File: config.mk
export PLATFORM = sky130hd
export DESIGN_NAME = dsc_top
export DESIGN_NICKNAME = d
export VERILOG_FILES = /design/src/rtl/dsc_pkg.sv /design/src/rtl/dsc_top.sv /design/src/rtl/dsc_check_unit.sv
export VERILOG_INCLUDE_DIRS = /design/src /design/src/rtl
export SDC_FILE = /design/constraint.sdc
export NUM_CORES = 1
export LEC_CHECK = 0
export ABC_AREA = 1
export BUFFER_PORTS_ARGS = -buffer_cell sky130_fd_sc_hd__buf_2
export CORE_ASPECT_RATIO = 0.8
export CORE_MARGIN = 3
export CORE_UTILIZATION = 62
export CTS_BUF_LIST = sky130_fd_sc_hd__clkbuf_16
export DETAILED_ROUTE_END_ITERATION = 8
export GPL_TIMING_DRIVEN = 0
export PLACE_DENSITY_LB_ADDON = 0.3
export SYNTH_ARGS = -nofsm -noshare
export SYNTH_HDL_FRONTEND = slang
export SYNTH_SLANG_ARGS = --single-unit
File: constraint.sdc
create_clock -name sys_clk_in -period 5.6 [get_ports sys_clk_in]
set_input_delay 0.56 -clock sys_clk_in [delete_from_list [all_inputs] [get_ports sys_clk_in]]
set_output_delay 0.56 -clock sys_clk_in [all_outputs]
set_load 0.01 [all_outputs]
File: src/rtl/dsc_params.svh
// offsets, field positions, reset values and counts of the serial check and command map
`ifndef DSC_PARAMS_SVH
`define DSC_PARAMS_SVH

// register addresses carried in the frames
`define DSC_REG_CMD 16'h2000
`define DSC_REG_FREQ 16'h2001
`define DSC_REG_CTRL 16'h2002
`define DSC_REG_MON 16'h2100
// group numbers below this are the parameter space
`define DSC_PARAM_TOP 8'h20
`define DSC_PARAM_READ_MAX 16'h0001

// function and exception codes
`define DSC_FN_READ 8'h03
`define DSC_FN_WRITE 8'h06
`define DSC_EXC_FLAG 8'h80
`define DSC_EXC_NONE 8'h00
`define DSC_EXC_FUNC 8'h01
`define DSC_EXC_ADDR 8'h02
`define DSC_EXC_VALUE 8'h03

// check arithmetic
`define DSC_CRC_PRESET 16'hffff
`define DSC_CRC_POLY 16'ha001
`define DSC_BIT_STEPS 4'h8
`define DSC_LRC_BYTES 8'h01
`define DSC_CRC_BYTES 8'h02
`define DSC_MIN_PAYLOAD 8'h02
`define DSC_WRITE_LEN 8'h06
`define DSC_MEM_DEPTH 8'h06

// command word fields
`define DSC_RUN_LSB 0
`define DSC_DIR_LSB 4
`define DSC_RAMP_LSB 6
`define DSC_STEP_LSB 8
`define DSC_HOLD_BIT 12
`define DSC_SRC_LSB 13
// control word fields
`define DSC_EF_BIT 0
`define DSC_RST_BIT 1
`define DSC_BB_BIT 2

// reset values
`define DSC_FREQ_RST 16'h0000
`define DSC_RAMP_RST 2'h0
`define DSC_STEP_RST 4'h0

`endif

File: src/rtl/dsc_pkg.sv
// types shared by the serial check and command map
package dsc_pkg;
   typedef enum logic [1:0] {
      DSC_IDLE = 2'b00,
      DSC_COLLECT = 2'b01,
      DSC_CHECK = 2'b11
   } dsc_state_e;

   typedef enum logic {
      DSC_FORWARD_ROTATION = 1'b0,
      DSC_REVERSE_ROTATION = 1'b1
   } dsc_dir_e;

   typedef enum logic {
      DSC_SRC_KEYPAD = 1'b0,
      DSC_SRC_OPERATION_SOURCE_SETTING = 1'b1
   } dsc_src_e;
endpackage

File: src/rtl/dsc_top.sv
// serial slave front end: frame check and drive command register map
// How it works
// - ascii check is two's complement of byte sum modulo 256
// - rtu crc starts at all ones for each frame
// - each byte is xored into the crc low byte first
// - each step shifts right, zero in, xor a001 if a one left
// - exactly eight steps per byte before the next fold
// - fold and steps repeat over every byte; final value is the crc
// - crc travels low byte first, high byte second
// - parameter address is group in high byte, index in low byte
// - command bits 3:0 give none, stop, run, jog plus run
// - command bits 5:4 give none, forward, reverse, toggle direction
// - command bits 7:6 pick one of four ramp sets
// - command bits 11:8 pick one of sixteen step speeds
// - command bit 12 set makes ramp and step fields ignored
// - command bits 14:13 give none, keypad, setting source, toggle source
// - control bit 0 outside fault, bit 1 fault reset, bit 2 base block
// - a frame with a check error gets no reply at all
// - unhandled valid frame gets function with top bit set, plus cause
`timescale 1ns/1ps
`include "dsc_params.svh"

module dsc_top (
   input wire logic sys_clk_in,
   input wire logic reset_in,
   input wire logic ce_in,
   input wire logic ascii_mode_in,
   input wire logic [7:0] station_addr_in,
   input wire logic rx_start_in,
   input wire logic rx_valid_in,
   input wire logic [7:0] rx_byte_in,
   input wire logic rx_end_in,
   output logic rx_ready_out,
   output logic check_error_out,
   output logic resp_valid_out,
   output logic [7:0] resp_func_out,
   output logic [7:0] resp_exc_out,
   output logic [15:0] resp_data_out,
   output logic param_valid_out,
   output logic param_write_out,
   output logic [7:0] param_group_out,
   output logic [7:0] param_index_out,
   output logic [15:0] param_data_out,
   output logic run_out,
   output logic jog_out,
   output dsc_pkg::dsc_dir_e direction_out,
   output logic [1:0] ramp_set_out,
   output logic [3:0] step_speed_out,
   output dsc_pkg::dsc_src_e op_source_out,
   output logic [15:0] freq_target_out,
   output logic outside_fault_flag_out,
   output logic fault_reset_out,
   output logic base_block_out
);
   import dsc_pkg::*;

   dsc_state_e state;
   dsc_state_e next_state;
   logic [7:0] nbytes;
   logic [7:0] hold1;
   logic [7:0] hold2;
   logic [7:0] frame_mem [0:5];
   logic [7:0] err_count;
   logic [7:0] last_exc;

   // byte intake: the last one or two bytes are held back as check bytes
   wire [7:0] need = ascii_mode_in ? `DSC_LRC_BYTES : `DSC_CRC_BYTES;
   wire take = ce_in && state == DSC_COLLECT && rx_valid_in && rx_ready_out;
   wire feed = take && (nbytes >= need);
   wire [7:0] feed_byte = ascii_mode_in ? hold1 : hold2;
   wire start_ok = ce_in && state == DSC_IDLE && rx_start_in;
   wire unit_busy;
   wire [15:0] calc_crc;
   wire [7:0] calc_lrc;

   dsc_check_unit u_check (
      .sys_clk_in(sys_clk_in),
      .reset_in(reset_in),
      .ce_in(ce_in),
      .start_in(start_ok),
      .byte_valid_in(feed),
      .byte_in(feed_byte),
      .busy_out(unit_busy),
      .crc_out(calc_crc),
      .lrc_out(calc_lrc)
   );

   // check compare; older held byte is the crc low byte
   wire [15:0] rx_check = ascii_mode_in ? {8'h00, hold1} : {hold1, hold2};
   wire [15:0] calc_check = ascii_mode_in ? {8'h00, calc_lrc} : calc_crc;
   wire too_short = nbytes < (need + `DSC_MIN_PAYLOAD);
   wire check_ok = !too_short && (rx_check == calc_check);
   wire do_eval = ce_in && state == DSC_CHECK && !unit_busy;

   // frame field decode
   wire [7:0] fn = frame_mem[1];
   wire [15:0] reg_addr = {frame_mem[2], frame_mem[3]};
   wire [15:0] word = {frame_mem[4], frame_mem[5]};
   wire [7:0] payload_len = nbytes - need;
   wire for_us = frame_mem[0] == station_addr_in;
   wire accept = check_ok && for_us;
   wire is_wr = fn == `DSC_FN_WRITE;
   wire is_rd = fn == `DSC_FN_READ;
   wire len_ok = payload_len == `DSC_WRITE_LEN;
   wire param_sp = reg_addr[15:8] < `DSC_PARAM_TOP;
   wire known_wr = reg_addr == `DSC_REG_CMD || reg_addr == `DSC_REG_FREQ
      || reg_addr == `DSC_REG_CTRL;
   wire known = is_wr ? known_wr : reg_addr == `DSC_REG_MON;
   wire bad_count = is_rd && (param_sp || reg_addr == `DSC_REG_MON)
      && word != `DSC_PARAM_READ_MAX;

   // exception cause, most basic fault first
   wire [7:0] exc_code = (!is_wr && !is_rd) ? `DSC_EXC_FUNC
      : !len_ok ? `DSC_EXC_VALUE
      : bad_count ? `DSC_EXC_VALUE
      : (param_sp || known) ? `DSC_EXC_NONE
      : `DSC_EXC_ADDR;
   wire ok_frame = do_eval && accept && exc_code == `DSC_EXC_NONE;
   // parameter space is answered by the parameter store, not here
   wire reply_now = do_eval && accept && !(exc_code == `DSC_EXC_NONE && param_sp);
   wire cmd_wr = ok_frame && is_wr && reg_addr == `DSC_REG_CMD;
   wire freq_wr = ok_frame && is_wr && reg_addr == `DSC_REG_FREQ;
   wire ctrl_wr = ok_frame && is_wr && reg_addr == `DSC_REG_CTRL;
   wire [15:0] monitor = {err_count, last_exc};

   // command word fields
   wire [3:0] run_code = word[`DSC_RUN_LSB +: 4];
   wire [1:0] dir_code = word[`DSC_DIR_LSB +: 2];
   wire [1:0] src_code = word[`DSC_SRC_LSB +: 2];
   wire hold_sel = word[`DSC_HOLD_BIT];

   // run action: 1 stop, 2 run, 3 jog plus run, others keep
   wire next_run = (run_code == 4'h1) ? 1'b0
      : (run_code == 4'h2 || run_code == 4'h3) ? 1'b1 : run_out;
   wire next_jog = (run_code == 4'h1 || run_code == 4'h2) ? 1'b0
      : (run_code == 4'h3) ? 1'b1 : jog_out;
   // direction: 01 forward, 10 reverse, 11 toggle
   wire dsc_dir_e next_dir = (dir_code == 2'h1) ? DSC_FORWARD_ROTATION
      : (dir_code == 2'h2) ? DSC_REVERSE_ROTATION
      : (dir_code == 2'h3) ? dsc_dir_e'(~direction_out) : direction_out;
   // source: 01 keypad, 10 setting, 11 toggle
   wire dsc_src_e next_src = (src_code == 2'h1) ? DSC_SRC_KEYPAD
      : (src_code == 2'h2) ? DSC_SRC_OPERATION_SOURCE_SETTING
      : (src_code == 2'h3) ? dsc_src_e'(~op_source_out) : op_source_out;
   wire next_fault = word[`DSC_EF_BIT] ? 1'b1
      : word[`DSC_RST_BIT] ? 1'b0 : outside_fault_flag_out;

   // frame sequencing
   always_comb begin
      next_state = state;
      unique case (state)
         DSC_IDLE: begin
            if (rx_start_in) begin
               next_state = DSC_COLLECT;
            end
         end
         DSC_COLLECT: begin
            if (rx_end_in) begin
               next_state = DSC_CHECK;
            end
         end
         DSC_CHECK: begin
            if (!unit_busy) begin
               next_state = DSC_IDLE;
            end
         end
         default: begin
            next_state = DSC_IDLE;
         end
      endcase
   end

   always_ff @(posedge sys_clk_in) begin
      if (reset_in) begin
         state <= DSC_IDLE;
      end else if (ce_in) begin
         state <= next_state;
      end
   end

   // byte count and held check bytes
   always_ff @(posedge sys_clk_in) begin
      if (reset_in) begin
         nbytes <= 8'h00;
         hold1 <= 8'h00;
         hold2 <= 8'h00;
      end else if (start_ok) begin
         nbytes <= 8'h00;
      end else if (take) begin
         nbytes <= (nbytes == 8'hff) ? nbytes : nbytes + 8'h01;
         hold1 <= rx_byte_in;
         hold2 <= hold1;
      end
   end

   // storage by index; bytes past the sixth only feed the check
   always_ff @(posedge sys_clk_in) begin
      if (take && nbytes < `DSC_MEM_DEPTH) begin
         frame_mem[nbytes[2:0]] <= rx_byte_in;
      end
   end

   // intake ready only while collecting and the engine is free
   always_ff @(posedge sys_clk_in) begin
      if (reset_in) begin
         rx_ready_out <= 1'b0;
      end else if (ce_in) begin
         rx_ready_out <= next_state == DSC_COLLECT && !feed && !unit_busy;
      end
   end

   // answer: check error is silent, else echo or exception
   always_ff @(posedge sys_clk_in) begin
      if (reset_in) begin
         check_error_out <= 1'b0;
         resp_valid_out <= 1'b0;
         resp_func_out <= 8'h00;
         resp_exc_out <= 8'h00;
         resp_data_out <= 16'h0000;
      end else if (ce_in) begin
         check_error_out <= do_eval && !check_ok;
         resp_valid_out <= reply_now;
         if (reply_now) begin
            resp_exc_out <= exc_code;
            resp_func_out <= (exc_code != `DSC_EXC_NONE) ? (fn | `DSC_EXC_FLAG) : fn;
            resp_data_out <= is_rd ? monitor : word;
         end
      end
   end

   // error code monitor: check errors seen and last cause
   always_ff @(posedge sys_clk_in) begin
      if (reset_in) begin
         err_count <= 8'h00;
         last_exc <= `DSC_EXC_NONE;
      end else if (ce_in) begin
         if (do_eval && !check_ok && err_count != 8'hff) begin
            err_count <= err_count + 8'h01; // saturates, never wraps to look clean
         end
         if (reply_now && exc_code != `DSC_EXC_NONE) begin
            last_exc <= exc_code;
         end
      end
   end

   // parameter space access handed to the parameter store
   always_ff @(posedge sys_clk_in) begin
      if (reset_in) begin
         param_valid_out <= 1'b0;
         param_write_out <= 1'b0;
         param_group_out <= 8'h00;
         param_index_out <= 8'h00;
         param_data_out <= 16'h0000;
      end else if (ce_in) begin
         param_valid_out <= ok_frame && param_sp;
         if (ok_frame && param_sp) begin
            param_write_out <= is_wr;
            param_group_out <= reg_addr[15:8];
            param_index_out <= reg_addr[7:0];
            param_data_out <= word;
         end
      end
   end

   // command register effects
   always_ff @(posedge sys_clk_in) begin
      if (reset_in) begin
         run_out <= 1'b0;
         jog_out <= 1'b0;
         direction_out <= DSC_FORWARD_ROTATION;
         ramp_set_out <= `DSC_RAMP_RST;
         step_speed_out <= `DSC_STEP_RST;
         op_source_out <= DSC_SRC_KEYPAD;
      end else if (ce_in && cmd_wr) begin
         run_out <= next_run;
         jog_out <= next_jog;
         direction_out <= next_dir;
         op_source_out <= next_src;
         if (!hold_sel) begin
            ramp_set_out <= word[`DSC_RAMP_LSB +: 2];
            step_speed_out <= word[`DSC_STEP_LSB +: 4];
         end
      end
   end

   // frequency and control words; an outside fault set beats a reset
   always_ff @(posedge sys_clk_in) begin
      if (reset_in) begin
         freq_target_out <= `DSC_FREQ_RST;
         outside_fault_flag_out <= 1'b0;
         fault_reset_out <= 1'b0;
         base_block_out <= 1'b0;
      end else if (ce_in) begin
         fault_reset_out <= ctrl_wr && word[`DSC_RST_BIT];
         if (freq_wr) begin
            freq_target_out <= word;
         end
         if (ctrl_wr) begin
            outside_fault_flag_out <= next_fault;
            base_block_out <= word[`DSC_BB_BIT];
         end
      end
   end
endmodule

File: src/rtl/dsc_check_unit.sv
// bit-serial crc and longitudinal sum engine, one byte at a time
`timescale 1ns/1ps
`include "dsc_params.svh"

module dsc_check_unit (
   input wire logic sys_clk_in,
   input wire logic reset_in,
   input wire logic ce_in,
   input wire logic start_in,
   input wire logic byte_valid_in,
   input wire logic [7:0] byte_in,
   output logic busy_out,
   output logic [15:0] crc_out,
   output logic [7:0] lrc_out
);
   import dsc_pkg::*;

   logic [3:0] steps;
   logic [7:0] sum;
   logic [15:0] next_step;
   logic [7:0] next_sum;

   // one shift right with zero fill, then the polynomial if a one fell out
   function automatic logic [15:0] dsc_crc_shift(input logic [15:0] v);
      dsc_crc_shift = {1'b0, v[15:1]} ^ (v[0] ? `DSC_CRC_POLY : 16'h0000);
   endfunction

   assign next_step = dsc_crc_shift(crc_out);
   assign next_sum = sum + byte_in; // modulo 256 by width
   assign lrc_out = 8'h00 - sum; // two's complement of the sum

   // byte fold, then eight steps; new bytes wait while busy
   always_ff @(posedge sys_clk_in) begin
      if (reset_in) begin
         crc_out <= `DSC_CRC_PRESET;
         sum <= 8'h00;
         steps <= 4'h0;
         busy_out <= 1'b0;
      end else if (ce_in) begin
         if (start_in) begin
            crc_out <= `DSC_CRC_PRESET;
            sum <= 8'h00;
            steps <= 4'h0;
            busy_out <= 1'b0;
         end else if (byte_valid_in && !busy_out) begin
            crc_out <= crc_out ^ {8'h00, byte_in};
            sum <= next_sum;
            steps <= `DSC_BIT_STEPS;
            busy_out <= 1'b1;
         end else if (busy_out) begin
            crc_out <= next_step;
            steps <= steps - 4'h1;
            busy_out <= (steps != 4'h1);
         end
      end
   end
endmodule

==> flow_metrics.py <==
metrics = {
    "floorplan": {
        "start_util": 0.6392,
        "die_y_um": 115.1,
        "rows": 39,
        "dieArea_um2": 16400,
        "die_w_um": 142.4,
        "core_um2": 14440,
        "ioPinCount": 121,
    },
    "run_status": {
        "status": "completed",
    },
    "layout": {
        "design_area_um2": 10710,
        "n_fill_cell": 1100,
        "n_antenna_cell": 0,
        "drive_above_1_share": 0.1384,
        "final_cell_mix": "242 x nand2_1, 193 x nor2_1, 157 x dfxtp_1",
        "multiInputGateArea_um2": 3884,
        "nets": 1384,
        "layout_commonest_cell": "nand2_1",
        "seqCellArea_um2": 4584,
        "final_cells": 1542,
        "area_growth_pct": 15.95,
    },
    "routing": {
        "drtPass1Iterations": 6,
        "viasPerCell": 5.569,
        "drtIter0Drc": 816,
        "detail-route-antenna-nets": 0,
        "drc": 0,
        "wl_per_cell_um": 16.04,
        "vias": 8587,
        "drt_wl_total_um": 24730,
    },
    "logic_synthesis": {
        "synth_seq_cells": 205,
        "synth-edff-count": 48,
        "ys_warn_count": 0,
        "synth_cell_types": 44,
        "syn_area_per_cell_um2": 7.668,
        "synth_area_um2": 9233,
        "synth_seq_area_share": 0.4965,
        "syn_inst": 1204,
        "ys_async_sr_fraction": 0,
        "synthFlopType": "dfxtp_1",
    },
    "timing": {
        "fin_crit_sh": 0.5463,
        "fin_skew_ns": 0.008392,
        "hold_viol": 0,
        "rsz0062_at_grt": "false",
        "worstMarginPinSlew_ns": 1.215,
        "setup_violations": 0,
        "fmax_mhz": 326.8,
        "report.final.slew_viol_count": 0,
        "tns_ns": 0,
        "fin_crit_ns": 3.060,
        "max_slew_margin": 0.1835,
    },
    "power": {
        "leakage_nw": 5.067,
        "power.total_w": 0.003018,
        "powerDensity_nw_per_um2": 281.9,
        "vdd_ir_drop_max_mv": 0.2908,
    },
    "setup_path": {
        "required_ns": 5.98,
        "crit_top_cell": "nand2_1",
        "worst_setup_path_end_kind": "flip-flop",
        "slowest_delay_ns": 0.41,
        "cp_slowest_cell": "clkbuf_1",
        "start_kind": "input pin",
        "crit_chain": "buf_2 > buf_4 > inv_2 > buf_6 > buf_6 > ha_1 > inv_1 > o21bai_1 > nand2_1 > nand2_1 > nand3_1 > nor2_1 > nand2_1 > nor2_2 > nand4_2 > nor2_1 > clkbuf_1 > o21ai_0 > nand2_1 > nor2_1",
        "cp.arrival_ns": 3.44,
        "critical_path_buf_inv_count": 7,
        "critPathTopFamily": "simple AND/OR/NAND/NOR gates",
        "crit_fanout": 10,
        "critPathKind": "in -> reg",
    },
    "run": {
        "drv_cap": 0,
    },
    "grt": {
        "met3_usage": 0.05364,
        "grt-ovfl-total": 0,
        "grt_pass1_vias": 7596,
        "grt_usage": 0.2965,
        "top_usage_layer": "met1",
        "grt_pass1_wl_um": 38770,
        "antenna_found_initial": 0,
        "met2_usage": 0.4423,
        "grtUsageMet1": 0.4497,
        "grt_max_degree": 16,
    },
    "hold_path": {
        "hp-class": "in -> reg",
    },
    "cts": {
        "cts_root_buf": "clkbuf_16",
        "cts_resized": 0,
        "htree_levels": 1,
        "cts.reportedPaths.clkPinSlew_ns": 0.07,
        "clock_sinks": 205,
        "cts_buffers": 20,
        "post_cts_buffers": 0,
        "clk_latency_ns": 0.49,
        "cts_tree": "yes",
        "cts_hold_buf": 0,
        "cts_buffer_depth": 3,
    },
    "placed_design": {
        "place_hpwl_um": 18050,
        "placed_cell_area_um2": 10050,
        "port_buffers": 113,
        "dp.cells": 1506,
        "gp_congestion": 0.9528,
    },
}
==> cell families after synthesis <==
family | synth area share
buf+inv | 0.08592
xor+xnor | 0.01518
fa+ha+maj | 0.02385
simple gates | 0.2469
other cells | 0.0004062
compound gates | 0.1312
flops | 0.4965
==> registers in the layout, indices dropped and copies added, names as in the netlist, 16 cells and up <==
register,cells
u_check.crc_out,16
frame_mem,48
param_data_out,16
freq_target_out,16
resp_data_out,16
==> path summary, 6_finish.rpt <==
check,from,end,slack (ns),cells after the start
worst max-delay path,ascii_mode_in,resp_data_out[6],2.54,20
worst min-delay path,rx_byte_in[6],frame_mem[0][6],0.38,1
worst max register to register,nbytes[1],param_data_out[1],2.71,13
worst min register to register,last_exc[1],last_exc[1],0.46,2
==> metrics by stage <==
stage / worst slack (ns) / hold WS (ns) / util
floorplan: 2.901 / 0.4230 / -
finish: 2.540 / 0.3801 / 0.7412
global placement: 2.171 / 0.4366 / 0.6956
global route: 2.205 / 0.3806 / 0.7412
CTS: 2.586 / 0.3635 / 0.7405
detailed placement: 2.096 / 0.4444 / 0.6956
==> Yosys cell counts, types with 11 or more instances <==
library cell / n / area share
nand2_1: 242 / 0.098
nor2_1: 193 / 0.078
dfxtp_1: 157 / 0.34
inv_1: 132 / 0.054
o21ai_0: 105 / 0.057
a21oi_1: 83 / 0.045
nand3_1: 59 / 0.032
edfxtp_1: 48 / 0.16
clkbuf_1: 27 / 0.011
buf_2: 16 / 0.0087
ha_1: 16 / 0.022
nor3_1: 16 / 0.0087
nand3b_1: 11 / 0.0089
==> layout make-up <==
type,instances,share of cell area
Buffer,55,0.02571
Clock inverter,15,0.01145
Multi-Input combinational cell,811,0.3628
Sequential cell,205,0.4282
Timing Repair Buffer,113,0.05283
Inverter,138,0.04839
Clock buffer,21,0.04909
Tap cell,184,0.02151
==> where the power goes <==
group	leakage [nW]	internal (W)	switching, W
sequential	1.70	0.00152	0.0000125
clock	0.330	0.000772	0.000554
combinational	3.04	0.0000513	0.000105
total	5.07	0.00235	0.000671
==> layer usage <==
layer | vias up | part of all wire
li1 | 4192 | -
met1 | 3938 | 0.45
met2 | 422 | 0.43
met3 | 35 | 0.10
met4 | 0 | 0.019
met5 | - | 0
Note: power is estimated with default switching activity, not from simulation.
